**config.mk**
```make
export PLATFORM = sky130hd
export DESIGN_NAME = cfgp_pins
export DESIGN_NICKNAME = d
export VERILOG_FILES = /design/src/core/cfgp_pkg.sv /design/src/core/cfgp_fifo.sv /design/src/core/cfgp_pins.sv
export SDC_FILE = /design/constraint.sdc
export NUM_CORES = 1
export LEC_CHECK = 0
export BUFFER_PORTS_ARGS = -buffer_cell sky130_fd_sc_hd__buf_4
export CAP_MARGIN = 40
export CELL_PAD_IN_SITES_DETAIL_PLACEMENT = 0
export CELL_PAD_IN_SITES_GLOBAL_PLACEMENT = 1
export CORE_AREA = 5 5 146 148
export CTS_BUF_LIST = sky130_fd_sc_hd__clkbuf_16
export CTS_CLUSTER_DIAMETER = 80
export DETAILED_ROUTE_END_ITERATION = 7
export DIE_AREA = 0 0 151 153
export PLACE_DENSITY_LB_ADDON = 0.1
export SYNTH_ARGS = -nofsm -noshare
export SYNTH_HDL_FRONTEND = slang
export SYNTH_SLANG_ARGS = --single-unit
```
**constraint.sdc**
```tcl
create_clock -name clk_sys -period 3 [get_ports clk_sys]
set_clock_uncertainty 0.15 [all_clocks]
set_input_delay 0.15 -clock clk_sys [delete_from_list [all_inputs] [get_ports clk_sys]]
set_output_delay 0.15 -clock clk_sys [all_outputs]
set_load 0.02 [all_outputs]
```
**src/core/cfgp_pkg.sv**
```systemverilog
// Purpose: Shared constants for the configuration and host port pin block.
// Assumes: System clock of 100 MHz; link clocks sampled as plain inputs.
// Notes:   Mode encodings are internal choices of this block.
package cfgp_pkg;
  localparam int          CFGP_DATA_W     = 8;
  localparam int          CFGP_FIFO_DEPTH = 16;
  localparam int          CFGP_ADDR_W     = 5;
  localparam int          CFGP_SER_BIT    = 0;
  localparam logic [2:0]  CFGP_BIT_LAST   = 3'h7;
  localparam logic [2:0]  CFGP_BIT_FIRST  = 3'h0;
  localparam logic [7:0]  CFGP_PULLUP_ALL = 8'hFF;
  localparam logic [7:0]  CFGP_BYTE_ZERO  = 8'h00;
  localparam logic [4:0]  CFGP_ADDR_ZERO  = 5'h00;
  localparam logic [1:0]  CFGP_BE_OFF     = 2'h3;

  typedef enum logic [2:0] {
    CFGP_MODE_SLAVE_SERIAL,
    CFGP_MODE_MASTER_SERIAL,
    CFGP_MODE_MASTER_PARALLEL,
    CFGP_MODE_PERIPHERAL,
    CFGP_MODE_SLAVE_PARALLEL,
    CFGP_MODE_HOST_START,
    CFGP_MODE_HOST_MUX
  } cfgp_mode_type;

  typedef enum logic [1:0] {
    CFGP_ST_IDLE,
    CFGP_ST_CONFIG,
    CFGP_ST_USER
  } cfgp_state_type;
endpackage

```
**src/core/cfgp_fifo.sv**
```systemverilog
// Purpose: Configuration byte FIFO with valid and ready on both sides.
// Assumes: Single clock; synchronous active-low reset.
// Notes:   Depth must be a power of two.
`timescale 1ns/1ps
`default_nettype none
module cfgp_fifo #(
  parameter int WIDTH = 8,
  parameter int DEPTH = 16
) (
  input  wire logic             clk_sys,   // System clock.
  input  wire logic             reset_n,   // Synchronous reset, low.
  input  wire logic [WIDTH-1:0] in_data,   // Write data.
  input  wire logic             in_valid,  // Write request.
  output logic                  in_ready,  // Space available.
  output logic      [WIDTH-1:0] out_data,  // Head word.
  output logic                  out_valid, // Head word present.
  input  wire logic             out_ready  // Consumer takes head.
);
  localparam int AW = $clog2(DEPTH);
  logic [WIDTH-1:0] mem_q [DEPTH];
  logic [AW:0]      wr_q;
  logic [AW:0]      rd_q;
  wire              push = in_valid & in_ready;
  wire              pop  = out_valid & out_ready;
  wire              full = (wr_q[AW] != rd_q[AW]) &&
                           (wr_q[AW-1:0] == rd_q[AW-1:0]);

  assign in_ready  = ~full;
  assign out_valid = (wr_q != rd_q);
  assign out_data  = mem_q[rd_q[AW-1:0]];

  always_ff @(posedge clk_sys) begin
    if (!reset_n) begin
      wr_q <= '0;
      rd_q <= '0;
    end else begin
      if (push) wr_q <= wr_q + 1'b1;
      if (pop)  rd_q <= rd_q + 1'b1;
    end
  end

  always_ff @(posedge clk_sys) begin
    if (push) mem_q[wr_q[AW-1:0]] <= in_data;
  end
endmodule
`default_nettype wire

```
**src/core/cfgp_pins.sv**
```systemverilog
// Purpose: Configuration data pins and host processor port pin logic.
// Assumes: cfg_clock and host_port_clock are sampled by clk_sys.
// Notes:   Pin wires are resolved outside from the enable outputs.
//
// How it works
// - Serial modes shift data in on each rising configuration clock edge while the FIFO has space.
// - Daisy-chain output driven in configuration, changes on falling clock.
// - Parallel modes take whole bytes from data pins, all pulled up.
// - Serial input and data bit zero are one and the same pin.
// - Serial input pin has pull-up enabled while configuring.
// - Host port samples the host port clock input for its timing.
// - Transfer-start style takes five address pins, pin four as the MSB.
// - Multiplexed style takes address bits four down to two from data pins four down to two.
// - Multiplexed style uses inverted byte enables as address bits one, zero.
// - Data pins carry data or multiplexed address/data by style.
// - After configuration, host pins return to user I/O when port unused.
`timescale 1ns/1ps
`default_nettype none
module cfgp_pins
  import cfgp_pkg::*;
(
  input  wire logic                  clk_sys,          // System clock.
  input  wire logic                  reset_n,          // Sync reset, low.
  input  wire cfgp_pkg::cfgp_mode_type mode,           // Configuration mode.
  input  wire logic                  cfg_start,        // Begin configuring.
  input  wire logic                  cfg_done,         // Configuration over.
  input  wire logic                  host_port_used,   // Host port in use.
  input  wire logic                  cfg_clock,        // Config clock pin.
  input  wire logic [7:0]            data_pin_in,      // Data pins, D0 = DIN.
  input  wire logic                  data_strobe,      // Parallel byte strobe.
  input  wire logic [4:0]            addr_pin_in,      // Address pins.
  input  wire logic [1:0]            host_byte_enable_n, // Byte enables, low.
  input  wire logic                  host_port_clock,  // Host port clock pin.
  input  wire logic                  host_addr_strobe, // Host address phase.
  output logic [7:0]                 data_pullup,      // Data pin pull-ups.
  output logic                       dout_out,         // Daisy-chain data.
  output logic                       dout_oe,          // Daisy-chain enable.
  output logic                       host_pins_user,   // Host pins as user I/O.
  output logic [4:0]                 host_addr,        // Mapped host address.
  output logic                       host_addr_valid,  // Address captured.
  output logic [7:0]                 host_data,        // Host data byte.
  output logic                       host_data_valid,  // Data captured.
  output logic [7:0]                 cfg_byte,         // Configuration byte.
  output logic                       cfg_byte_valid,   // Byte available.
  input  wire logic                  cfg_byte_ready,   // Consumer ready.
  output logic                       cfg_stall         // FIFO full.
);
  import cfgp_pkg::*;

  //////////////////////////////////////////////////////////////////////////
  // Synchronisers and edge detection.
  logic [1:0] cfg_clock_sync_q;
  logic [1:0] hclk_sync_q;
  logic       cfg_clock_prev_q;
  logic       hclk_prev_q;
  logic [7:0] data_s1_q;
  logic [7:0] data_s2_q;
  logic [4:0] addr_s1_q;
  logic [4:0] addr_s2_q;
  logic [1:0] be_s1_q;
  logic [1:0] be_s2_q;
  logic [1:0] ctl_s1_q;
  logic [1:0] ctl_s2_q;

  always_ff @(posedge clk_sys) begin
    cfg_clock_sync_q <= {cfg_clock_sync_q[0], cfg_clock};
    hclk_sync_q <= {hclk_sync_q[0], host_port_clock};
    data_s1_q   <= data_pin_in;
    data_s2_q   <= data_s1_q;
    addr_s1_q   <= addr_pin_in;
    addr_s2_q   <= addr_s1_q;
    be_s1_q     <= host_byte_enable_n;
    be_s2_q     <= be_s1_q;
    ctl_s1_q    <= {host_addr_strobe, data_strobe};
    ctl_s2_q    <= ctl_s1_q;
  end

  always_ff @(posedge clk_sys) begin
    if (!reset_n) begin
      cfg_clock_prev_q <= 1'b0;
      hclk_prev_q <= 1'b0;
    end else begin
      cfg_clock_prev_q <= cfg_clock_sync_q[1];
      hclk_prev_q <= hclk_sync_q[1];
    end
  end

  wire cfg_clock_rise = cfg_clock_sync_q[1] & ~cfg_clock_prev_q;
  wire cfg_clock_fall = ~cfg_clock_sync_q[1] & cfg_clock_prev_q;
  wire hclk_rise = hclk_sync_q[1] & ~hclk_prev_q;
  wire ser_in    = data_s2_q[CFGP_SER_BIT];

  //////////////////////////////////////////////////////////////////////////
  // Phase control.
  cfgp_state_type state_q;
  cfgp_state_type state_d;

  always_comb begin
    state_d = state_q;
    case (state_q)
      CFGP_ST_IDLE:   if (cfg_start) state_d = CFGP_ST_CONFIG;
      CFGP_ST_CONFIG: if (cfg_done)  state_d = CFGP_ST_USER;
      CFGP_ST_USER:   if (cfg_start) state_d = CFGP_ST_CONFIG;
      default:        state_d = CFGP_ST_IDLE;
    endcase
  end

  always_ff @(posedge clk_sys) begin
    if (!reset_n) state_q <= CFGP_ST_IDLE;
    else          state_q <= state_d;
  end

  wire in_cfg     = (state_q == CFGP_ST_CONFIG);
  wire in_user    = (state_q == CFGP_ST_USER);
  wire mode_ser   = (mode == CFGP_MODE_SLAVE_SERIAL) ||
                    (mode == CFGP_MODE_MASTER_SERIAL);
  wire mode_par   = (mode == CFGP_MODE_MASTER_PARALLEL) ||
                    (mode == CFGP_MODE_PERIPHERAL) ||
                    (mode == CFGP_MODE_SLAVE_PARALLEL);
  wire mode_start = (mode == CFGP_MODE_HOST_START);
  wire mode_mux   = (mode == CFGP_MODE_HOST_MUX);

  // Only bit zero doubles as serial input, so while configuring outside the parallel modes it alone keeps its pull-up.
  assign data_pullup = !in_cfg   ? CFGP_BYTE_ZERO :
                       mode_par  ? CFGP_PULLUP_ALL :
                       {{(CFGP_DATA_W-1){1'b0}}, 1'b1};
  assign host_pins_user = in_user & ~host_port_used;

  //////////////////////////////////////////////////////////////////////////
  // Serial shifting and daisy-chain output.
  logic [7:0] shift_q;
  logic [2:0] bit_q;
  logic       dout_q;
  logic       par_prev_q;
  logic [7:0] push_data_q;
  logic       push_q;
  wire        fifo_ready;
  wire        ser_take = in_cfg & mode_ser & cfg_clock_rise & fifo_ready;
  wire        par_take = in_cfg & mode_par & ctl_s2_q[0] & ~par_prev_q;
  wire [7:0]  shift_d  = {shift_q[6:0], ser_in};

  always_ff @(posedge clk_sys) begin
    if (!reset_n) begin
      shift_q     <= CFGP_BYTE_ZERO;
      bit_q       <= CFGP_BIT_FIRST;
      dout_q      <= 1'b0;
      par_prev_q  <= 1'b0;
      push_q      <= 1'b0;
      push_data_q <= CFGP_BYTE_ZERO;
    end else begin
      par_prev_q <= ctl_s2_q[0];
      push_q     <= 1'b0;
      if (ser_take) begin
        shift_q <= shift_d;
        bit_q   <= bit_q + 3'h1;
        if (bit_q == CFGP_BIT_LAST) begin
          push_q      <= 1'b1;
          push_data_q <= shift_d;
        end
      end
      if (in_cfg & cfg_clock_fall) dout_q <= shift_q[7];
      if (par_take) begin
        push_q      <= 1'b1;
        push_data_q <= data_s2_q;
      end
      if (!in_cfg) bit_q <= CFGP_BIT_FIRST;
    end
  end

  assign dout_out   = dout_q;
  assign dout_oe    = in_cfg;
  assign cfg_stall  = ~fifo_ready;

  cfgp_fifo #(
    .WIDTH (CFGP_DATA_W),
    .DEPTH (CFGP_FIFO_DEPTH)
  ) cfgp_fifo_i (
    .clk_sys   (clk_sys),
    .reset_n   (reset_n),
    .in_data   (push_data_q),
    .in_valid  (push_q),
    .in_ready  (fifo_ready),
    .out_data  (cfg_byte),
    .out_valid (cfg_byte_valid),
    .out_ready (cfg_byte_ready)
  );

  //////////////////////////////////////////////////////////////////////////
  // Host processor port capture on host clock rising edges.
  wire        host_on = (in_cfg & (mode_start | mode_mux)) |
                        (in_user & host_port_used);
  // Host numbering runs the other way, so pin four, host bit 27, is the MSB.
  wire [CFGP_ADDR_W-1:0] addr_map = addr_s2_q;
  wire [1:0]  addr_low = ~be_s2_q;
  logic [4:0] haddr_q;
  logic [7:0] hdata_q;
  logic       hav_q;
  logic       hdv_q;

  always_ff @(posedge clk_sys) begin
    if (!reset_n) begin
      haddr_q <= CFGP_ADDR_ZERO;
      hdata_q <= CFGP_BYTE_ZERO;
      hav_q   <= 1'b0;
      hdv_q   <= 1'b0;
    end else begin
      hav_q <= 1'b0;
      hdv_q <= 1'b0;
      if (host_on & hclk_rise) begin
        if (mode_start) begin
          haddr_q <= addr_map;
          hdata_q <= data_s2_q;
          hav_q   <= ctl_s2_q[1];
          hdv_q   <= 1'b1;
        end else if (ctl_s2_q[1]) begin
          haddr_q <= {data_s2_q[4:2], addr_low};
          hav_q   <= 1'b1;
        end else begin
          hdata_q <= data_s2_q;
          hdv_q   <= 1'b1;
        end
      end
    end
  end

  assign host_addr       = haddr_q;
  assign host_addr_valid = hav_q;
  assign host_data       = hdata_q;
  assign host_data_valid = hdv_q;
endmodule
`default_nettype wire

```
==> results by group, run 1 <==
Run status
  – Status: finished, final reports clean

Hold path
  – Hold Crit Depth: 3
  – Hold_sp: mode[2]
  – Hold Path End: host_addr_valid$_SDFF_PN0_
  – Worst hold path class: in2reg

Routing
  – DR vias/cell: ~4.9
  – 1st-pass router iterations: 6
  – Number of DRC markers in iteration 0: between 150 and 200
  – DRC: 0
  – Routed WL: between 15000 and 20000 um
  – Via count: between 4k and 5k
  – Post-route ant nets: 0
  – Routed len/inst: 18.9 um

Worst setup path
  – CP delay by family, top: multiplexers
  – R2R setup slack: ~640 ps
  – Crit-path slowest cell: mux4_1
  – Crit-path max cell delay: 630 ps
  – R2r endpoint: cfgp_fifo_i.mem_q[9][0]$_DFFE_PP_
  – Worst path cell trace: buf_12, mux4_1, mux4_2, buf_4
  – CP Max Fanout: 32
  – Worst EP required: 2700 ps
  – R2R Path Start: cfgp_fifo_i.wr_q[2]$_SDFFE_PN0P_
  – Crit end category: output port
  – Worst reg2reg path depth: 4
  – Kind of critical path: reg2out
  – WP data arrival: approximately 2500 ps
  – Bufs and invs on worst path: 2
  – Crit start category: flop

Timing
  – Final Hold Vio Count: 0
  – Min Tclk post-route: between 2000 and 3000 ps
  – Slew Limit Fails: 0
  – Setup TNS: 0 ps
  – Worst slew margin: 0.547
  – Worst-margin pin slew: ~680 ps
  – RSZ-0062 raised after global routing: false
  – Final setup vio count: 0
  – Highest Clock Rate: between 300 and 400 MHz
  – Final Cycle Share: 0.916

CTS
  – Setup bufs post-CTS: 0
  – Clock Tree Buf Depth: 3
  – CTS Buf Count: 24
  – CTS tree: done
  – Clock latency at the later pin of the worst-skew pair: around 510 ps
  – Root Buffer: clkbuf_16
  – CTS H-tree depth: 1
  – Clock Sinks: 221
  – Clk slew on worst S/H paths: ~60 ps

GRT
  – Initial antenna violation count: 0
  – Largest net degree at the start of global routing: 33
  – Gr ovfl total: 0
  – First-pass GRT wire length: around 26000 um
  – Total GRT Usage: 0.145
  – Vias in the first global route: about 4.4k

Yosys
  – Yosys top cell area share: 0.469
  – Synth Warn #: 0
  – Number of synthesized flops with an enable pin: between 100 and 150
  – Post-synth ARST share: 0
  – Post-synth cell types: 43
  – Synth Cell Area: slightly above 8000 sq um
  – Post-synthesis sequential area ratio: 0.696
  – Primary flip-flop cell chosen by synthesis mapping: edfxtp_1
  – Avg Synthesized Cell Area: between 15 and 20 sq um
  – Synth area leaders: edfxtp_1, dfxtp_1, mux4_1, mux2i_1, mux4_2
  – Synthesized flop and latch total: about 220
  – Syn Inst Count: 480
  – Area leader, netlist: edfxtp_1
  – Syn Nets: between 500 and 600

Power
  – Power Density: about 620 nW/um^2
  – IR Drop Worst-Case VDD: around 0.43 mV
  – Design Power: slightly above 6000 uW
  – Leakage power: roughly 0.0037 uW

Floorplan
  – # rows: 52
  – Die area: 23100 sq um
  – Starting Density: 0.412
  – Core area: ~20000 sq um
  – Die Y: roughly 150 um
  – Die width: roughly 150 um
  – IO Count: 64

Cells and area
  – Fraction of layout cells with a size suffix above 1: 0.213
  – Most frequent cells in the layout: edfxtp_1, dfxtp_1, buf_4
  – Commonest non-fill, non-tap cell in the layout: edfxtp_1
  – Non-filler cells, final: 871
  – Area delta synth->final: 21.4%
  – Nets: roughly 620
  – N_diodes: 0
  – Final instance area: 9960 sq um

Place
  – Cells after DPL: 803
  – Routability cong.: around 0.74
  – Final HPWL DP: roughly 11000 um
  – Placed cell area: around 9000 sq um
  – PortBufs: 63

Run
  – Maxcap violations: 0
## synth_stat cells (2+ instances only)
cell type,number
edfxtp_1,128
nand2b_1,3
nand4_1,4
buf_6,5
mux4_1,32
nor2b_1,7
mux4_2,8
inv_1,5
xor2_1,4
and2_1,5
nand3_1,4
buf_4,9
dfxtp_1,93
and4_1,2
nor3b_1,3
o211ai_1,2
mux2i_1,34
buf_1,4
ha_1,7
nand2_1,15
and3_1,14
a211oi_1,3
buf_2,2
clkbuf_1,5
o21ai_1,8
a21oi_1,7
xnor2_1,10
nor2_1,42
## stage by stage
stage               hold WS (ps)  utilization  setup WS [ps]
finish                      26.5        0.500            252
floorplan                   27.7            -            922
detailed placement           105        0.450            662
CTS                         11.8        0.500            229
global route                63.0        0.500            191
global placement             104        0.450            711
## routing by layer
layer | track usage | share of wire | vias up
met3 | 0.0246 | 0.043 | 23
met4 | 0.0380 | 0.017 | 0
met1 | 0.200 | 0.45 | 2132
li1 | - | - | 2043
met5 | 0 | 0 | -
met2 | 0.238 | 0.49 | 94
## sequential cells by signal, indices dropped and copies added (netlist names), 8 cells and up, named ones only
signal / count
cfgp_fifo_i.mem_q: 128
data_s1_q: 8
data_s2_q: 8
host_data: 8
push_data_q: 8
shift_q: 8
## cell families after synthesis
family,synth area share
mux,0.166
compound gates,0.0235
simple gates,0.0612
fa+ha+maj,0.0107
xor+xnor,0.0169
flops,0.696
buf+inv,0.0262
## area by class of cell
class / count / area (sq um)
clock buffers: 25 / 626
fillers: 1705 / 9950
flip-flops and latches: 221 / 5710
multi-input cells: 226 / 2280
well taps: 270 / 338
clock inverters: 18 / 125
inverters: 6 / 22.5
repair buffers: 105 / 863
## how the worst max path moves through the flow
stage	startpoint	to	slack, ps	cells past startpoint
floorplan	cfgp_fifo_i.wr_q[2]$_SDFFE_PN0P_	cfgp_fifo_i.mem_q[8][0]$_DFFE_PP_	920	7
global placement	cfgp_fifo_i.wr_q[2]$_SDFFE_PN0P_	cfgp_fifo_i.mem_q[9][1]$_DFFE_PP_	710	4
detailed placement	cfgp_fifo_i.wr_q[2]$_SDFFE_PN0P_	cfgp_fifo_i.mem_q[9][5]$_DFFE_PP_	660	4
CTS	flop	cfg_byte[0]	230	4
global route	flop	cfg_byte[0]	190	4
finish	flop	cfg_byte[0]	250	4
## what timing repair did
| action | in CTS | in global routing |
|---|---|---|
| hold endpoints to repair | 39 | 0 |
| gates resized for setup | 0 | 0 |
| hold buffers | 25 | 0 |
## where the power goes
group	switching (uW)	internal (uW)	total [uW]
registers	22.3	3220	3240
clock network	1170	1600	2770
logic	77.8	90.5	168
## worst min-delay path, stage by stage
cell	delay, ps
buf_4	110
a32o_1	200
and4_1	190
No activity file was read; power rests on OpenSTA's default activity.
==> run 2: changes to the inputs <==
- CELL_PAD_IN_SITES_DETAIL_PLACEMENT: 0 -> 1
- CORE_AREA: 5 5 146 148 -> 5 5 148 150
- DIE_AREA: 0 0 151 153 -> 0 0 153 155
- SYNTH_HIERARCHICAL: default -> 1
==> results by group, run 2 <==
Yosys
  – Syn Nets: 548
  – Number of synthesized flops with an enable pin: approximately 130
  – Avg Synthesized Cell Area: around 16 sq um
  – Post-synthesis sequential area ratio: 0.680
  – Synthesized flop and latch total: 221
  – Area leader, netlist: edfxtp_1
  – Post-synth cell types: 47
  – Yosys top cell area share: 0.458
  – Synth area leaders: edfxtp_1, dfxtp_1, mux4_1, mux2i_1, mux4_2
  – Count leader, synth: edfxtp_1
  – Syn Inst Count: around 510
  – Synth Cell Area: about 8400 sq um
  – Primary flip-flop cell chosen by synthesis mapping: edfxtp_1
  – Post-synth ARST share: 0
  – Top cells by count, synth: edfxtp_1, dfxtp_1, nand2_1
  – Synth Warn #: 6

Routing
  – 1st-pass router iterations: 4
  – DRC: 0
  – Via count: ~4.5k
  – Routed len/inst: 19.7 um
  – Number of DRC markers in iteration 0: around 170
  – Post-route ant nets: 0
  – DR vias/cell: about 5
  – Routed WL: 17700 um

Cells and area
  – Finished Core Util: 0.494
  – Commonest non-fill, non-tap cell in the layout: edfxtp_1
  – Non-filler cells, final: approximately 900
  – Area delta synth->final: 21.0%
  – Fill count: about 2k
  – Max reg flops: approximately 130
  – Multi-input logic area: between 2000 and 2500 sq um
  – Seq. cell area: around 5700 sq um
  – N_diodes: 0
  – Fraction of layout cells with a size suffix above 1: 0.207
  – Most frequent cells in the layout: edfxtp_1, dfxtp_1, buf_4
  – Nets: roughly 640

Floorplan
  – Die Y: between 150 and 200 um
  – Starting Density: 0.408
  – Die width: approximately 150 um
  – # rows: between 50 and 60
  – Core area: 20600 sq um
  – IO Count: 64
  – Die area: 23700 sq um

Power
  – Sw Ratio: 0.206
  – P_sw: 1370 uW
  – IR Drop Worst-Case VDD: between 0.4 and 0.5 mV
  – Pint: between 5000 and 6000 uW
  – Power Density: ~660 nW/um^2
  – Reg power frac: 0.491
  – Leakage power: 0.00376 uW
  – Design Power: approximately 6700 uW
  – Logic pwr share: 0.063
  – Clock power share: 0.445

Place
  – Cells after DPL: slightly above 800
  – Final HPWL DP: about 12000 um
  – Pre-CTS setup slack: roughly 550 ps
  – Routability cong.: about 0.75
  – PortBufs: 63

Worst setup path
  – Kind of critical path: reg2out
  – CP Max Fanout: 32
  – Worst EP required: 2700 ps
  – Crit end category: output port
  – WP data arrival: approximately 2500 ps
  – Crit start category: flop

Timing
  – Final setup vio count: 0
  – Min Tclk post-route: ~2800 ps
  – Final worst slack: roughly 210 ps
  – Highest Clock Rate: around 360 MHz
  – Worst-margin pin slew: 758 ps
  – Slew Limit Fails: 0
  – Final Cycle Share: 0.929
  – Final Hold Vio Count: 0
  – RSZ-0062 raised after global routing: false
  – Worst slew margin: 0.494
  – Setup TNS: 0 ps

CTS
  – Clock Tree Buf Depth: 3
  – CTS Buf Count: 24
  – CTS tree: done
  – Clock Sinks: about 220
  – Clk slew on worst S/H paths: ~60 ps
  – Setup bufs post-CTS: 0
  – Root Buffer: clkbuf_16
  – Clock latency at the later pin of the worst-skew pair: approximately 500 ps
  – CTS H-tree depth: 1

Run
  – Maxcap violations: 0

GRT
  – Initial antenna violation count: 0
  – Gr ovfl total: 0
  – Largest net degree at the start of global routing: 45
  – First-pass GRT wire length: approximately 28000 um
  – Vias in the first global route: slightly below 5k
  – Total GRT Usage: 0.152

Hold path
  – Worst hold path class: in2reg

Run status
  – Status: finished, final reports clean
[run 2: per-layer routing]
metal	up-vias	routed length, um	GRT usage
met1	2266	7870	0.199
li1	2134	-	-
met2	83	8920	0.267
met3	20	706	0.0267
met4	0	210	0.0335
met5	-	0	0
[run 2: worst max-delay path, stage by stage (launching register included)]
cell and delay (ps):
dfxtp_1 350, buf_12 260, mux4_1 690, mux4_2 500, buf_4 170
[run 2: what timing repair did]
action,4_1_cts,5_1_grt
endpoints found under the setup margin,0,0
gates resized for setup,0,0
hold buffers,28,0
endpoints found under the hold margin,49,0
[run 2: cells by family after synthesis]
family                     Yosys count  share of synthesized area
and+or+nand+nor                    113                     0.0729
DFF                                221                      0.680
buffers and inverters               44                     0.0310
AOI/OAI and AO/OA                   38                     0.0291
muxes                               82                      0.169
xor gates and xnor gates             8                    0.00835
adders and majority gates            7                     0.0104
[run 2: path summary, 6_finish.rpt]
path	from	endpoint	slack (ps)	cells after the start
max	flop	cfg_byte[1]	210	4
min	mode[2]	host_addr_valid$_SDFF_PN0_	40	3
max reg2reg	cfgp_fifo_i/wr_q[2]$_SDFFE_PN0P_	cfgp_fifo_i/mem_q[2][1]$_DFFE_PP_	560	4
min reg2reg	addr_s1_q[3]$_DFF_P_	addr_map[3]$_DFF_P_	180	0
[run 2: layout make-up]
type | count | area share
inverters | 12 | 0.00443
clock buffers | 25 | 0.0616
multi-input cells | 248 | 0.240
flip-flops and latches | 221 | 0.562
well taps | 275 | 0.0339
clock inverters | 19 | 0.0177
repair buffers | 99 | 0.0813
[run 2: metrics by stage]
stage               area (sq um)  hold slack (ps)
floorplan                   8390             27.7
global placement            9070              104
detailed placement          9070              106
CTS                        10200             21.6
global route               10200             54.2
finish                     10200             42.3
[run 2: power groups by stage]
stage | clock network [uW] | logic [uW] | registers (uW)
floorplan | 0 | 290 | 3320
global placement | 0 | 394 | 3340
detailed placement | 0 | 400 | 3340
CTS | 3050 | 430 | 3280
global route | 3210 | 453 | 3280
finish | 2970 | 423 | 3270
==> run 3: changes to the inputs <==
- PLACE_DENSITY: default -> 0.7
- PLACE_DENSITY_LB_ADDON: 0.1 -> default
==> results by group, run 3 (synthesis results as in run 2) <==
Timing
  – Min Tclk post-route: ~2800 ps
  – Setup TNS: 0 ps
  – Highest Clock Rate: between 300 and 400 MHz
  – Slew Limit Fails: 0
  – Worst slew margin: 0.521
  – Final Cycle Share: 0.918
  – Worst-margin pin slew: about 720 ps
  – RSZ-0062 raised after global routing: false
  – Final Hold Vio Count: 0
  – Final setup vio count: 0

CTS
  – Root Buffer: clkbuf_16
  – Hold-fix buffer count after cts: 25
  – CTS tree: done
  – Clock latency at the later pin of the worst-skew pair: between 500 and 600 ps
  – CTS H-tree depth: 1
  – Clk slew on worst S/H paths: approximately 70 ps
  – Clock Tree Buf Depth: 3
  – Post-CTS sizing: 0
  – Setup bufs post-CTS: 0
  – Clock Sinks: around 220
  – CTS Buf Count: 23

Cells and area
  – Multi-input logic area: roughly 2400 sq um
  – Seq. cell area: approximately 5700 sq um
  – Most frequent cells in the layout: edfxtp_1, dfxtp_1, buf_4
  – Fraction of layout cells with a size suffix above 1: 0.214
  – Max reg flops: between 100 and 150
  – Non-filler cells, final: roughly 890
  – Fill count: ~2k
  – Nets: 637
  – N_diodes: 0
  – Area delta synth->final: 19.3%
  – Commonest non-fill, non-tap cell in the layout: edfxtp_1

Worst setup path
  – Crit start category: flop
  – CP Max Fanout: 32
  – CP delay by family, top: multiplexers
  – Worst EP required: ~2700 ps
  – R2R setup slack: roughly 620 ps
  – Worst reg2reg path depth: 6
  – Crit-path slowest cell: mux4_1
  – Bufs and invs on worst path: 2
  – Crit-path max cell delay: approximately 660 ps
  – WP data arrival: around 2500 ps
  – Crit end category: output port
  – Worst path cell trace: buf_12, mux4_1, mux4_2, buf_4
  – R2R Path Start: cfgp_fifo_i/wr_q[2]$_SDFFE_PN0P_
  – R2r endpoint: cfgp_fifo_i/mem_q[7][5]$_DFFE_PP_
  – Kind of critical path: reg2out

Floorplan
  – # rows: 53
  – Die width: 153 um
  – Die area: between 20000 and 25000 sq um
  – Starting Density: 0.408
  – Die Y: roughly 160 um
  – Core area: a little over 20000 sq um
  – IO Count: between 60 and 70

Routing
  – DRC: 0
  – Routed len/inst: 19.8 um
  – Routed WL: 17700 um
  – Number of DRC markers in iteration 0: 159
  – DR vias/cell: 5.12
  – 1st-pass router iterations: 4
  – Via count: roughly 4.6k
  – Post-route ant nets: 0

Place
  – PortBufs: between 60 and 70
  – Final HPWL DP: between 10000 and 15000 um
  – Routability cong.: 0.731
  – Cells after DPL: just over 800

GRT
  – Vias in the first global route: about 5k
  – First-pass GRT wire length: 28400 um
  – Initial antenna violation count: 0
  – Gr ovfl total: 0
  – Total GRT Usage: 0.151
  – Largest net degree at the start of global routing: 76

Power
  – Leakage power: between 0.003 and 0.004 uW
  – Power Density: 627 nW/um^2
  – IR Drop Worst-Case VDD: 0.412 mV

Run
  – Maxcap violations: 0

Hold path
  – Worst hold path class: in2reg
  – Hold Crit Depth: 3
  – Hold_sp: reset_n
  – Hold Path End: host_addr_valid$_SDFF_PN0_

Run status
  – Status: finished, final reports clean
==> run 3: power by group <==
group,internal [uW],switching [uW],total (uW)
registers,3230,44.4,3270
clock network,1460,1130,2580
logic,220,202,422
==> run 3: final cells by class <==
type | count | area share
Sequential cell | 221 | 0.570
Multi-Input combinational cell | 248 | 0.243
Timing Repair Buffer | 96 | 0.0795
Clock buffer | 24 | 0.0600
Tap cell | 275 | 0.0344
Clock inverter | 17 | 0.00900
Inverter | 12 | 0.00450
==> run 3: how the worst max path moves through the flow <==
stage	startpoint	end	slack, ps	depth (start not counted)
after floorplan	cfgp_fifo_i/wr_q[2]$_SDFFE_PN0P_	push_data_q[1]$_SDFFE_PN0P_	910	10
after global placement	cfgp_fifo_i/wr_q[2]$_SDFFE_PN0P_	cfgp_fifo_i/mem_q[10][7]$_DFFE_PP_	720	6
after detailed placement	cfgp_fifo_i/wr_q[2]$_SDFFE_PN0P_	cfgp_fifo_i/mem_q[7][2]$_DFFE_PP_	610	6
after CTS	flop	cfg_byte[4]	180	4
after global routing	flop	cfg_byte[4]	190	4
final	flop	cfg_byte[4]	250	4
==> run 3: routing by layer <==
| metal | vias up | track usage | part of all wire |
|---|---|---|---|
| met1 | 2316 | 0.190 | 0.42 |
| met3 | 24 | 0.0264 | 0.042 |
| li1 | 2125 | - | - |
| met5 | - | 0 | 0 |
| met4 | 0 | 0.0284 | 0.013 |
| met2 | 110 | 0.276 | 0.53 |
==> run 3: tightest hold or removal path, cell delays in order <==
cell	delay, ps
buf_4	310
nand2_1	150
nor3_1	40
==> run 3: metrics by stage <==
step                cell area, sq um  setup WS [ps]  utilization  power, uW  hold WS (ps)
floorplan                       8390            915            -       3610          27.7
global placement                9070            716        0.441       3730           105
detailed placement              9070            613        0.441       3750           106
CTS                            10000            183        0.487       6360          35.6
global route                   10000            190        0.487       6530          90.3
finish                         10000            247        0.487       6280          45.8
